File: src/hdl/scr_pkg.sv
// package of constants and types for the synthesizer control register bank
package scr_pkg;

  // ****************************************************
  // latch select codes in the low three bits of a word
  // ****************************************************
  localparam logic [2:0] SEL_FRACTIONAL_NUMERATOR_INT = 3'h0;
  localparam logic [2:0] SEL_FRACTIONAL_NUMERATOR_LOW = 3'h1;
  localparam logic [2:0] SEL_REF_DIV = 3'h2;
  localparam logic [2:0] SEL_FUNCTION = 3'h3;
  localparam logic [2:0] SEL_TEST = 3'h4;

  // ****************************************************
  // field positions
  // ****************************************************
  localparam int WORD_W = 32;
  localparam int MUX_HI = 30;
  localparam int MUX_LO = 27;
  localparam int INT_HI = 26;
  localparam int INT_LO = 15;
  localparam int FMSB_HI = 14;
  localparam int FMSB_LO = 3;
  localparam int FLSB_HI = 27;
  localparam int FLSB_LO = 15;
  localparam int FLSB_SHIFT = 13;
  localparam int SLIP_BIT = 28;
  localparam int CPI_HI = 27;
  localparam int CPI_LO = 24;
  localparam int PRESC_BIT = 22;
  localparam int HALVE_BIT = 21;
  localparam int DBL_BIT = 20;
  localparam int RCNT_HI = 19;
  localparam int RCNT_LO = 15;
  localparam int MODRST_BIT = 14;
  localparam int LOCK_PREC_BIT = 7;
  localparam int POL_BIT = 6;
  localparam int PD_BIT = 5;
  localparam int HIZ_BIT = 4;
  localparam int HOLD_BIT = 3;
  localparam int BLEED_HI = 24;
  localparam int BLEED_LO = 23;
  localparam int FLMODE_HI = 20;
  localparam int FLMODE_LO = 19;
  localparam int FLTIM_HI = 18;
  localparam int FLTIM_LO = 7;

  localparam logic [1:0] BLEED_ON = 2'h3;
  localparam logic [1:0] FL_SWITCHED_R = 2'h1;

  // ****************************************************
  // reset values and counts
  // ****************************************************
  localparam logic [31:0] WORD_RST = 32'h0000_0000;
  localparam logic [5:0] LOCK_CNT_LO = 6'h18;
  localparam logic [5:0] LOCK_CNT_HI = 6'h28;

  typedef struct packed {
    logic [3:0] mux_sel;
    logic [11:0] int_value;
    logic [24:0] fractional_numerator;
    logic [3:0] pump_current_code;
    logic slip_reduction_enable;
    logic prescaler_select;
    logic detector_polarity;
    logic power_down;
    logic pump_high_z;
    logic counter_hold;
    logic bleed_current_enable;
  } scr_ctrl_t;

  typedef enum logic {FL_IDLE, FL_WIDE} scr_fl_state_t;

endpackage

File: src/hdl/scr_lock.sv
// digital lock detect: counts consecutive in-window detector cycles
module scr_lock
  import scr_pkg::*;
(
  input wire logic sys_clk_i,
  input wire logic rst_b_i,
  input wire logic pfd_tick_i,
  input wire logic in_window_i,
  input wire logic precision_i,
  input wire logic clear_i,
  output logic lock_o
);

  logic [5:0] run_cnt;
  logic [5:0] target;

  assign target = precision_i ? LOCK_CNT_HI : LOCK_CNT_LO;

  // a single out-of-window cycle restarts the run and drops lock
  always_ff @(posedge sys_clk_i) begin
    if (!rst_b_i || clear_i) begin
      run_cnt <= 6'h00;
      lock_o <= 1'b0;
    end else if (pfd_tick_i) begin
      if (!in_window_i) begin
        run_cnt <= 6'h00;
        lock_o <= 1'b0;
      end else if (run_cnt < target) begin
        run_cnt <= 6'(run_cnt + 6'h01);
        lock_o <= (6'(run_cnt + 6'h01) == target);
      end
    end
  end
endmodule

File: src/hdl/scr_shift.sv
// serial input shift register with latch strobe detection
module scr_shift
  import scr_pkg::*;
(
  input wire logic sys_clk_i,
  input wire logic rst_b_i,
  input wire logic ser_clk_i,
  input wire logic ser_data_i,
  input wire logic latch_strobe_i,
  output logic [31:0] word_o,
  output logic word_valid_o
);

  logic [31:0] sreg;
  logic ser_clk_q;
  logic strobe_q;

  always_ff @(posedge sys_clk_i) begin
    if (!rst_b_i) begin
      ser_clk_q <= 1'b0;
      strobe_q <= 1'b0;
    end else begin
      ser_clk_q <= ser_clk_i;
      strobe_q <= latch_strobe_i;
    end
  end

  // msb first: the first bit ends up in bit 31
  always_ff @(posedge sys_clk_i) begin
    if (!rst_b_i) begin
      sreg <= WORD_RST;
    end else if (ser_clk_i && !ser_clk_q) begin
      sreg <= {sreg[30:0], ser_data_i};
    end
  end

  always_ff @(posedge sys_clk_i) begin
    if (!rst_b_i) begin
      word_o <= WORD_RST;
      word_valid_o <= 1'b0;
    end else begin
      word_valid_o <= latch_strobe_i && !strobe_q;
      if (latch_strobe_i && !strobe_q) begin
        word_o <= sreg;
      end
    end
  end

endmodule

File: src/hdl/scr_top.sv
// synthesizer control register bank: latches, decode and reference path
// Operation
// - codes 000,001,010 load first three latches
// - codes 011,100 load function and test latch
// - fractional_numerator/int bits 30:27 select muxed output
// - twelve-bit integer division value loaded
// - numerator = low field plus high times 2^13
// - slip reduction bit enables cycle slip reduction
// - reference word bits 27:24 set pump current
// - halving bit adds toggle after reference counter
// - doubler bit makes both reference edges active
// - reference counter divides by 1 to 32
// - modulator reset per integer write unless inhibited
// - lock after 24 or 40 in-window cycles
// - function bit 6 sets detector polarity
// - power-down bit; contents kept while down
// - power-down: counters load, pump off, lock cleared
// - function bit 4 puts pump high-z
// - function bit 3 holds counters in reset
// - test bits 24:23 at 11 enable bleed
// - test bits 20:19 at 01 enable fastlock
// - test bits 18:7 set fastlock timer
// - serial data shifted msb first, 32 bits
// - strobe rising edge copies word to latch
// - buffered settings apply on next integer write
module scr_top
  import scr_pkg::*;
(
  input wire logic sys_clk_i,
  input wire logic rst_b_i,
  input wire logic ser_clk_i,
  input wire logic ser_data_i,
  input wire logic latch_strobe_i,
  input wire logic reference_input_i,
  input wire logic phase_in_window_i,
  output scr_ctrl_t ctrl_o,
  output logic pfd_ref_o,
  output logic lock_detect_o,
  output logic modulator_reset_o,
  output logic fastlock_active_o
);

  // ****************************************************
  // serial front end
  // ****************************************************
  logic [31:0] word;
  logic word_valid;

  scr_shift u_shift (
    .sys_clk_i(sys_clk_i),
    .rst_b_i(rst_b_i),
    .ser_clk_i(ser_clk_i),
    .ser_data_i(ser_data_i),
    .latch_strobe_i(latch_strobe_i),
    .word_o(word),
    .word_valid_o(word_valid)
  );

  logic [2:0] register_select;
  logic wr_int;
  logic wr_low;
  logic wr_ref;
  logic wr_fn;
  logic wr_test;

  assign register_select = word[2:0];
  assign wr_int = word_valid && (register_select == SEL_FRACTIONAL_NUMERATOR_INT);
  assign wr_low = word_valid && (register_select == SEL_FRACTIONAL_NUMERATOR_LOW);
  assign wr_ref = word_valid && (register_select == SEL_REF_DIV);
  assign wr_fn = word_valid && (register_select == SEL_FUNCTION);
  assign wr_test = word_valid && (register_select == SEL_TEST);

  // ****************************************************
  // the five latches
  // ****************************************************
  logic [31:0] fractional_numerator_int_word;
  logic [31:0] fractional_numerator_low_word;
  logic [31:0] ref_divider_word;
  logic [31:0] function_word;
  logic [31:0] test_word;

  // codes above 100 match no latch and are dropped
  always_ff @(posedge sys_clk_i) begin
    if (!rst_b_i) begin
      fractional_numerator_int_word <= WORD_RST;
      fractional_numerator_low_word <= WORD_RST;
      ref_divider_word <= WORD_RST;
      function_word <= WORD_RST;
      test_word <= WORD_RST;
    end else begin
      if (wr_int) fractional_numerator_int_word <= word;
      if (wr_low) fractional_numerator_low_word <= word;
      if (wr_ref) ref_divider_word <= word;
      if (wr_fn) function_word <= word;
      if (wr_test) test_word <= word;
    end
  end

  // ****************************************************
  // double-buffered copies, taken on an integer write
  // ****************************************************
  logic [12:0] flsb_act;
  logic [4:0] rcnt_act;
  logic [3:0] pump_current_code;
  logic dbl_act;
  logic ref_halve_enable;
  logic double_buffered_flag;

  assign double_buffered_flag = wr_int;

  always_ff @(posedge sys_clk_i) begin
    if (!rst_b_i) begin
      flsb_act <= 13'h0000;
      rcnt_act <= 5'h00;
      pump_current_code <= 4'h0;
      dbl_act <= 1'b0;
      ref_halve_enable <= 1'b0;
    end else if (double_buffered_flag) begin
      // the integer write itself lands in the same cycle, so the
      // buffered values come from the latches written earlier
      flsb_act <= fractional_numerator_low_word[FLSB_HI:FLSB_LO];
      rcnt_act <= ref_divider_word[RCNT_HI:RCNT_LO];
      pump_current_code <= ref_divider_word[CPI_HI:CPI_LO];
      dbl_act <= ref_divider_word[DBL_BIT];
      ref_halve_enable <= ref_divider_word[HALVE_BIT];
    end
  end

  // ****************************************************
  // decoded control outputs
  // ****************************************************
  logic power_down_bit;
  logic counters_stop;
  scr_ctrl_t next_ctrl;

  assign power_down_bit = function_word[PD_BIT];
  assign counters_stop = power_down_bit || function_word[HOLD_BIT];

  always_comb begin
    next_ctrl.mux_sel = fractional_numerator_int_word[MUX_HI:MUX_LO];
    next_ctrl.int_value = fractional_numerator_int_word[INT_HI:INT_LO];
    next_ctrl.fractional_numerator =
      {fractional_numerator_int_word[FMSB_HI:FMSB_LO], flsb_act};
    next_ctrl.pump_current_code = pump_current_code;
    next_ctrl.slip_reduction_enable = ref_divider_word[SLIP_BIT];
    next_ctrl.prescaler_select = ref_divider_word[PRESC_BIT];
    next_ctrl.detector_polarity = function_word[POL_BIT];
    next_ctrl.power_down = power_down_bit;
    next_ctrl.pump_high_z =
      function_word[HIZ_BIT] || power_down_bit;
    next_ctrl.counter_hold = counters_stop;
    next_ctrl.bleed_current_enable =
      (test_word[BLEED_HI:BLEED_LO] == BLEED_ON);
  end

  always_ff @(posedge sys_clk_i) begin
    if (!rst_b_i) begin
      ctrl_o <= '0;
    end else begin
      ctrl_o <= next_ctrl;
    end
  end

  // ****************************************************
  // modulator reset pulse
  // ****************************************************
  logic modulator_reset_inhibit;

  assign modulator_reset_inhibit = function_word[MODRST_BIT];

  always_ff @(posedge sys_clk_i) begin
    if (!rst_b_i) begin
      modulator_reset_o <= 1'b0;
    end else begin
      modulator_reset_o <= wr_int && !modulator_reset_inhibit;
    end
  end

  // ****************************************************
  // reference path: doubler, counter, halving toggle
  // ****************************************************
  logic ref_q;
  logic ref_edge;
  logic [4:0] r_cnt;
  logic r_last;
  logic halve_tog;

  // without the doubler only the falling edge counts
  assign ref_edge = (ref_q && !reference_input_i) ||
                    (dbl_act && !ref_q && reference_input_i);
  // code 0 wraps to 31, giving the ratio of 32
  assign r_last = (r_cnt == 5'(rcnt_act - 5'h01));

  always_ff @(posedge sys_clk_i) begin
    if (!rst_b_i) begin
      ref_q <= 1'b0;
    end else begin
      ref_q <= reference_input_i;
    end
  end

  always_ff @(posedge sys_clk_i) begin
    if (!rst_b_i || counters_stop) begin
      r_cnt <= 5'h00;
      halve_tog <= 1'b0;
      pfd_ref_o <= 1'b0;
    end else begin
      pfd_ref_o <= 1'b0;
      if (ref_edge) begin
        if (r_last) begin
          r_cnt <= 5'h00;
          halve_tog <= ref_halve_enable && !halve_tog;
          pfd_ref_o <= !ref_halve_enable || halve_tog;
        end else begin
          r_cnt <= 5'(r_cnt + 5'h01);
        end
      end
    end
  end

  // ****************************************************
  // lock detect
  // ****************************************************
  scr_lock u_lock (
    .sys_clk_i(sys_clk_i),
    .rst_b_i(rst_b_i),
    .pfd_tick_i(pfd_ref_o),
    .in_window_i(phase_in_window_i),
    .precision_i(function_word[LOCK_PREC_BIT]),
    .clear_i(power_down_bit),
    .lock_o(lock_detect_o)
  );

  // ****************************************************
  // fastlock timer
  // ****************************************************
  scr_fl_state_t fl_state;
  logic [11:0] fastlock_timer_value;
  logic [11:0] fl_cnt;
  logic fl_mode;

  assign fl_mode = (test_word[FLMODE_HI:FLMODE_LO] == FL_SWITCHED_R);
  assign fastlock_timer_value = test_word[FLTIM_HI:FLTIM_LO];

  // the wide-bandwidth window opens on an integer write in fastlock mode with a nonzero timer, unless already open
  always_ff @(posedge sys_clk_i) begin
    if (!rst_b_i || counters_stop) begin
      fl_state <= FL_IDLE;
      fl_cnt <= 12'h000;
    end else begin
      unique case (fl_state)
        FL_IDLE: begin
          if (wr_int && fl_mode && fastlock_timer_value != 12'h000) begin
            fl_state <= FL_WIDE;
            fl_cnt <= fastlock_timer_value;
          end
        end
        FL_WIDE: begin
          if (!fl_mode) begin
            fl_state <= FL_IDLE;
          end else if (pfd_ref_o) begin
            fl_cnt <= 12'(fl_cnt - 12'h001);
            if (fl_cnt == 12'h001) fl_state <= FL_IDLE;
          end
        end
      endcase
    end
  end

  always_ff @(posedge sys_clk_i) begin
    if (!rst_b_i) begin
      fastlock_active_o <= 1'b0;
    end else begin
      fastlock_active_o <= (fl_state == FL_WIDE) && !counters_stop;
    end
  end
endmodule

File: config.mk
export PLATFORM = sky130hd
export DESIGN_NAME = scr_top
export DESIGN_NICKNAME = d
export VERILOG_FILES = /design/src/hdl/scr_pkg.sv /design/src/hdl/scr_lock.sv /design/src/hdl/scr_shift.sv /design/src/hdl/scr_top.sv
export SDC_FILE = /design/constraint.sdc
export NUM_CORES = 1
export LEC_CHECK = 0
export BUFFER_PORTS_ARGS = -buffer_cell sky130_fd_sc_hd__buf_2
export CELL_PAD_IN_SITES_DETAIL_PLACEMENT = 1
export CELL_PAD_IN_SITES_GLOBAL_PLACEMENT = 1
export CORE_UTILIZATION = 46
export DETAILED_ROUTE_END_ITERATION = 16
export GPL_TIMING_DRIVEN = 0
export PLACE_DENSITY = 0.9
export SYNTH_ARGS = -nofsm -noshare
export SYNTH_HDL_FRONTEND = slang
export SYNTH_SLANG_ARGS = --single-unit
File: constraint.sdc
create_clock -name sys_clk_i -period 2 [get_ports sys_clk_i]
set_input_delay 0.3 -clock sys_clk_i [delete_from_list [all_inputs] [get_ports sys_clk_i]]
set_output_delay 0.3 -clock sys_clk_i [all_outputs]
set_load 0.1 [all_outputs]
======== Word level (Yosys, flattened, before mapping) ========
Cells that the tools add are included.
Widths: inputs -> output; s select.
cells by class
  shift operators ......................... 0
  div/mod/pow operators ................... 0
  order comparisons ....................... 1
  reduce and logical (&&, ||, !) cells .... 36
  $add $sub $neg .......................... 4
  bitwise gates (word level) .............. 3
  multiplexer cells ....................... 15
  equal/unequal tests ..................... 13
  multipliers ............................. 0
operators with widths
  cell                   count
  $mux 12                3
  $pmux 12 s2            1
  $mux 6                 3
  $logic_and 1x1->1      15
  $eq 12x1->1 const B    1
  $reduce_bool 12->1     1
  $sub 12x1->12 const B  1
  $logic_not 1->1        9
  $add 6x1->6 const B    1
  $eq 3x2->1 const B     2
  $eq 6x6->1             1
  $logic_or 1x1->1       6
  $lt 6x6->1             1
  $mux 1                 6
  $add 5x1->5 const B    1
  $eq 5x5->1             1
  $mux 5                 1
  $sub 5x1->5 const B    1
  $ne 2x1->1 const B     2
  $ne 2x2->1 const B     2
  $reduce_and 2->1       2
  $eq 3x1->1 const B     1
  $eq 3x3->1 const B     1
  $logic_not 3->1        1
  other kinds (6)        8
word-level totals
  memories kept ........................... 0
  register bits after elaboration ......... 299
  bits of input ports ..................... 7
  output and inout bits ................... 56
  RAM bits ................................ 0
  bits in latches ......................... 0
  ROM bits ................................ 0
  word-level logic and storage cells ...... 108

======== Logic depth before layout (Yosys ltp) ========
  word-level depth ........................ 6
  depth in mapped cells ................... 8
  depth with buffers taken out ............ 7

======== By module ========
A second synthesis with hierarchy kept.
second synthesis, totals
  cell total of the unflattened synthesis .. 1014
  area total of the unflattened synthesis .. 9490.4 µm²
modules (own cells, without submodules)
  module     cells each  instances  area each (µm²)
  scr_top    722         1          6490.0
  scr_shift  218         1          2448.6
  scr_lock   74          1          551.8

======== Least setup slack after synthesis ========
OpenSTA, ideal clock, no wires.
  kind .................................... register to register
  from .................................... register pfd_ref_o
  to ...................................... register u_lock.run_cnt[2]
  required time ........................... 1.930 ns
  setup slack ............................. 0.101 ns
  arrival time ............................ 1.829 ns
  library setup time ...................... 0.070 ns
  period minus slack after synthesis ...... 1.899 ns
  cell stages (with the launch flop) ...... 4
  path buffers ............................ 0
  cells stage by stage .................... dfxtp_1 nand3_1 or3b_2 a21oi_1
between the ends
  longest elaborated chain between the ends .. 1
ends and longest elaborated chain
  item                        line            RTL
  start: declaration          scr_top.sv:37   output logic pfd_ref_o,
  start signal: assignment    scr_top.sv:213  pfd_ref_o <= !ref_halve_enable || halve_tog;
  $reduce_and 2->1 (no line)  --
  end signal: assignment      scr_lock.sv:29  run_cnt <= 6'(run_cnt + 6'h01);
  end: declaration            scr_lock.sv:14  logic [5:0] run_cnt;
No other way between the ends.
A chain may end at the register's enable or synchronous reset.

======== Worst setup path in the final report ========
  from .................................... register u_lock.run_cnt[4]
  to ...................................... register u_lock.run_cnt[2]
between the ends
  longest elaborated chain between the ends .. 3
ends and longest elaborated chain
  item                        line            RTL
  $lt 6x6->1                  scr_lock.sv:28  end else if (run_cnt < target) begin
  $ne 2x1->1 (no line)        --
  $reduce_and 2->1 (no line)  --
No other way between the ends.

==> run metrics <==
outcome=complete, no violations; Clk network pwr share=48.5%; maximum clock insertion buffer count=3; total track usage=27.35%; Worst-path clk slew=0.06 ns; antenna viol nets, final=0; commonest non-fill, non-tap cells in the layout=nand2_1, dfxtp_1, a21boi_0; Max Fclk=0.5116 GHz; CP endpoint=u_lock.run_cnt[2]; CORE AREA=19720 um2; fin crit share=97.73%; CP bufs+invs=0; power per cell area=927.6 nW/um2; commonest non-fill, non-tap cell in the layout=nand2_1; root buf cell=clkbuf_16; DP Wirelength=17.90 mm; CTS Buf Count=27; number of global-route vias before repair=8514; fillers=2297; gpl congestion=0.8620; FF-to-FF setup slack=0.05 ns; drt first pass iters=4; Final setup viols=0; DR iter-0 viols=397; mean post-synth cell area=8.777 um2; worst-margin pin slew=0.7380 ns; cell family with most CP delay=simple AND/OR/NAND/NOR gates; Layout Utilization=55.75%; leakage=4.040 nW; Worst-Skew Late Latency=0.53 ns; CP Depth=6; Critical Path Start=u_lock.run_cnt[4]; CTS sink cnt=247; kind of critical path=flop to flop; Power Total=10.20 mW; initial antenna violation count=0; Int Pwr=7.969 mW; grt total ovfl=0; Residual DRC=0; switching fraction of total power=21.85%; full die area=21010 um2; post-synthesis cell count=1071; Final Skew=0.01075 ns; post-synthesis sequential area ratio=52.60%; RR Endpoint=u_lock.run_cnt[2]; Final Hold Vio Count=0; critical path arrival=2.41 ns; Final min period=1.955 ns; WP data required=2.46 ns; Yosys cell types=52; yosys warns=0; Worst R2R Start=u_lock.run_cnt[4]; Mapped Area=9400 um2; critical path fanouts, max=8; top_reg_cell synth=dfxtp_1; EDFF count, synth=0; Starting Density=47.67%; Gate power share=3.1%; Slew Viols, Final=0; first-pass GRT wire length=45.79 mm; Worst path max stage delay=0.49 ns; post-synthesis register bit count=247; die height=145.0 um; HP Class=primary input to flop; WL final=28.90 mm; layout cells sized above 1=11.03%; max-cap viol count=0; Row Count=51; total number of vias=7953; nets=1177; Post-synth ARST share=0%; cell depth of the worst flop-to-flop path=6; CTS H-tree lvls=1; slowest CP cell=or3b_2; via/cell ratio=5.508; CTS tree=built; worst path cell trace=ha_1, a21o_1, a21oi_4, nand3_2, or3b_2, a21oi_1; critical path startpoint category=flop; I/O pin total=63; Avg WL per Cell=20.02 um; RSZ-0062 raised after global routing=yes; largest net degree at the start of global routing=13; Die Width=145.0 um; worst vdd ir=0.5601 mV; Net Count, Synth=1086; Flop pwr share=48.4%; Crit. End Element=flop; port bufs=61; Net Sw Power=2.228 mW; relative slew slack=50.80%; Antenna diodes=0; Synth-to-Final Area Change=16.94%
-- how the worst min path moves through the flow --
stage | endpoint | slack, ns | startpoint | cells past startpoint
2_1_floorplan | modulator_reset_o | 0.40 | function_word[14] | 1
3_3_place_gp | ctrl_o[30] | 0.44 | fractional_numerator_int_word[9] | 1
3_5_place_dp | ctrl_o[14] | 0.44 | flsb_act[3] | 1
4_1_cts | u_shift.sreg[0] | 0.03 | ser_data_i | 3
5_1_grt | u_shift.sreg[0] | 0.04 | ser_data_i | 3
6_report | u_shift.sreg[0] | 0.04 | ser_data_i | 3
-- repair_timing --
| item | 4_1_cts | 5_1_grt |
|---|---|---|
| setup buffers | 0 | 2 |
| hold endpoints to repair | 2 | 0 |
| pin swaps | 1 | 2 |
| gates resized for setup | 9 | 21 |
| hold buffers | 2 | 0 |
| setup endpoints to repair | 59 | 56 |
-- synth_stat cells (4+ instances only) --
master    number  share of area [%]
a21oi_1       16               0.85
nand3b_1       4               0.32
o21ai_1        4               0.21
nand4_1        4               0.27
mux2i_1       11                1.2
nor2b_1       18                1.2
buf_6          4               0.48
and3_1         4               0.27
clkbuf_1      66                2.6
o32ai_1        4               0.37
a31oi_1        5               0.33
ha_1           8                1.1
nor4_1         7               0.47
inv_1         10               0.40
xor2_1         5               0.47
nor2_1        20               0.80
nand3_1       10               0.53
nand2b_1      10               0.67
dfxtp_1      247                 53
o21ai_0        7               0.37
xnor2_1        7               0.65
nand2_1      339                 14
a21boi_0     158                 13
nor3_1         5               0.27
and2_1        57                3.8
-- cell families after synthesis --
kind of cell / after synthesis / synth area share (%)
AO/OA/AOI/OAI: 216 / 16.62
XOR/XNOR: 12 / 1.118
adder cells (fa/ha/maj): 8 / 1.065
buffers and inverters: 81 / 3.554
flip-flops: 247 / 52.60
multiplexers: 11 / 1.171
AND/OR/NAND/NOR: 496 / 23.87
-- metal layers --
metal	share of wire, %	wire (um)	vias up	GRT usage (%)
met3	5.0	1459	103	3.774
met2	50	14420	245	48.34
met4	4.5	1307	0	14.36
met1	41	11710	3903	32.03
met5	0	0	-	0
li1	-	-	3702	-
-- tightest hold or removal path: stages --
cell and delay, ns:
buf_2 0.10, nand2_1 0.05, a21boi_0 0.07
-- stage by stage --
step	std cells	hold slack, ns	area (um2)	worst slack (ns)	TNS (ns)
after floorplan	1071	0.3962	9400	0.1006	0
after global placement	1397	0.4379	10040	-0.1598	-1.710
after detailed placement	1397	0.4437	10040	-0.2334	-2.834
after CTS	1442	0.02627	10930	0.004607	0
after global routing	1444	0.03717	10990	-0.04778	-0.04778
final	1444	0.03628	10990	0.04537	0
-- flip-flops by register name (all words and copies together) (netlist names), 4 cells and up --
signal                         flops
ctrl_o                            52
fl_cnt                            12
flsb_act                          13
fractional_numerator_int_word     28
fractional_numerator_low_word     13
function_word                      6
pump_current_code                  4
r_cnt                              5
rcnt_act                           5
ref_divider_word                  13
test_word                         16
u_lock.run_cnt                     6
u_shift.sreg                      31
u_shift.word_o                    31
-- final cells by class --
type	instances	area, um2	share of cell area (%)
flip-flops and latches	247	4946	44.99
multi-input cells	743	4178	38.00
clock buffers	41	788.3	7.171
repair buffers	65	340.3	3.096
well taps	265	331.6	3.016
plain buffers	68	292.8	2.663
clock inverters	5	78.83	0.7171
inverters	10	37.54	0.3415
-- power groups by stage --
stage                     clock (mW)  combinational (mW)  sequential [mW]
after floorplan                    0               0.188             5.05
after global placement             0               0.292             5.04
after detailed placement           0               0.299             5.05
after CTS                       4.99               0.307             4.94
after global routing            5.20               0.336             4.93
final                           4.95               0.314             4.94
(Power assumes the default switching activity.)
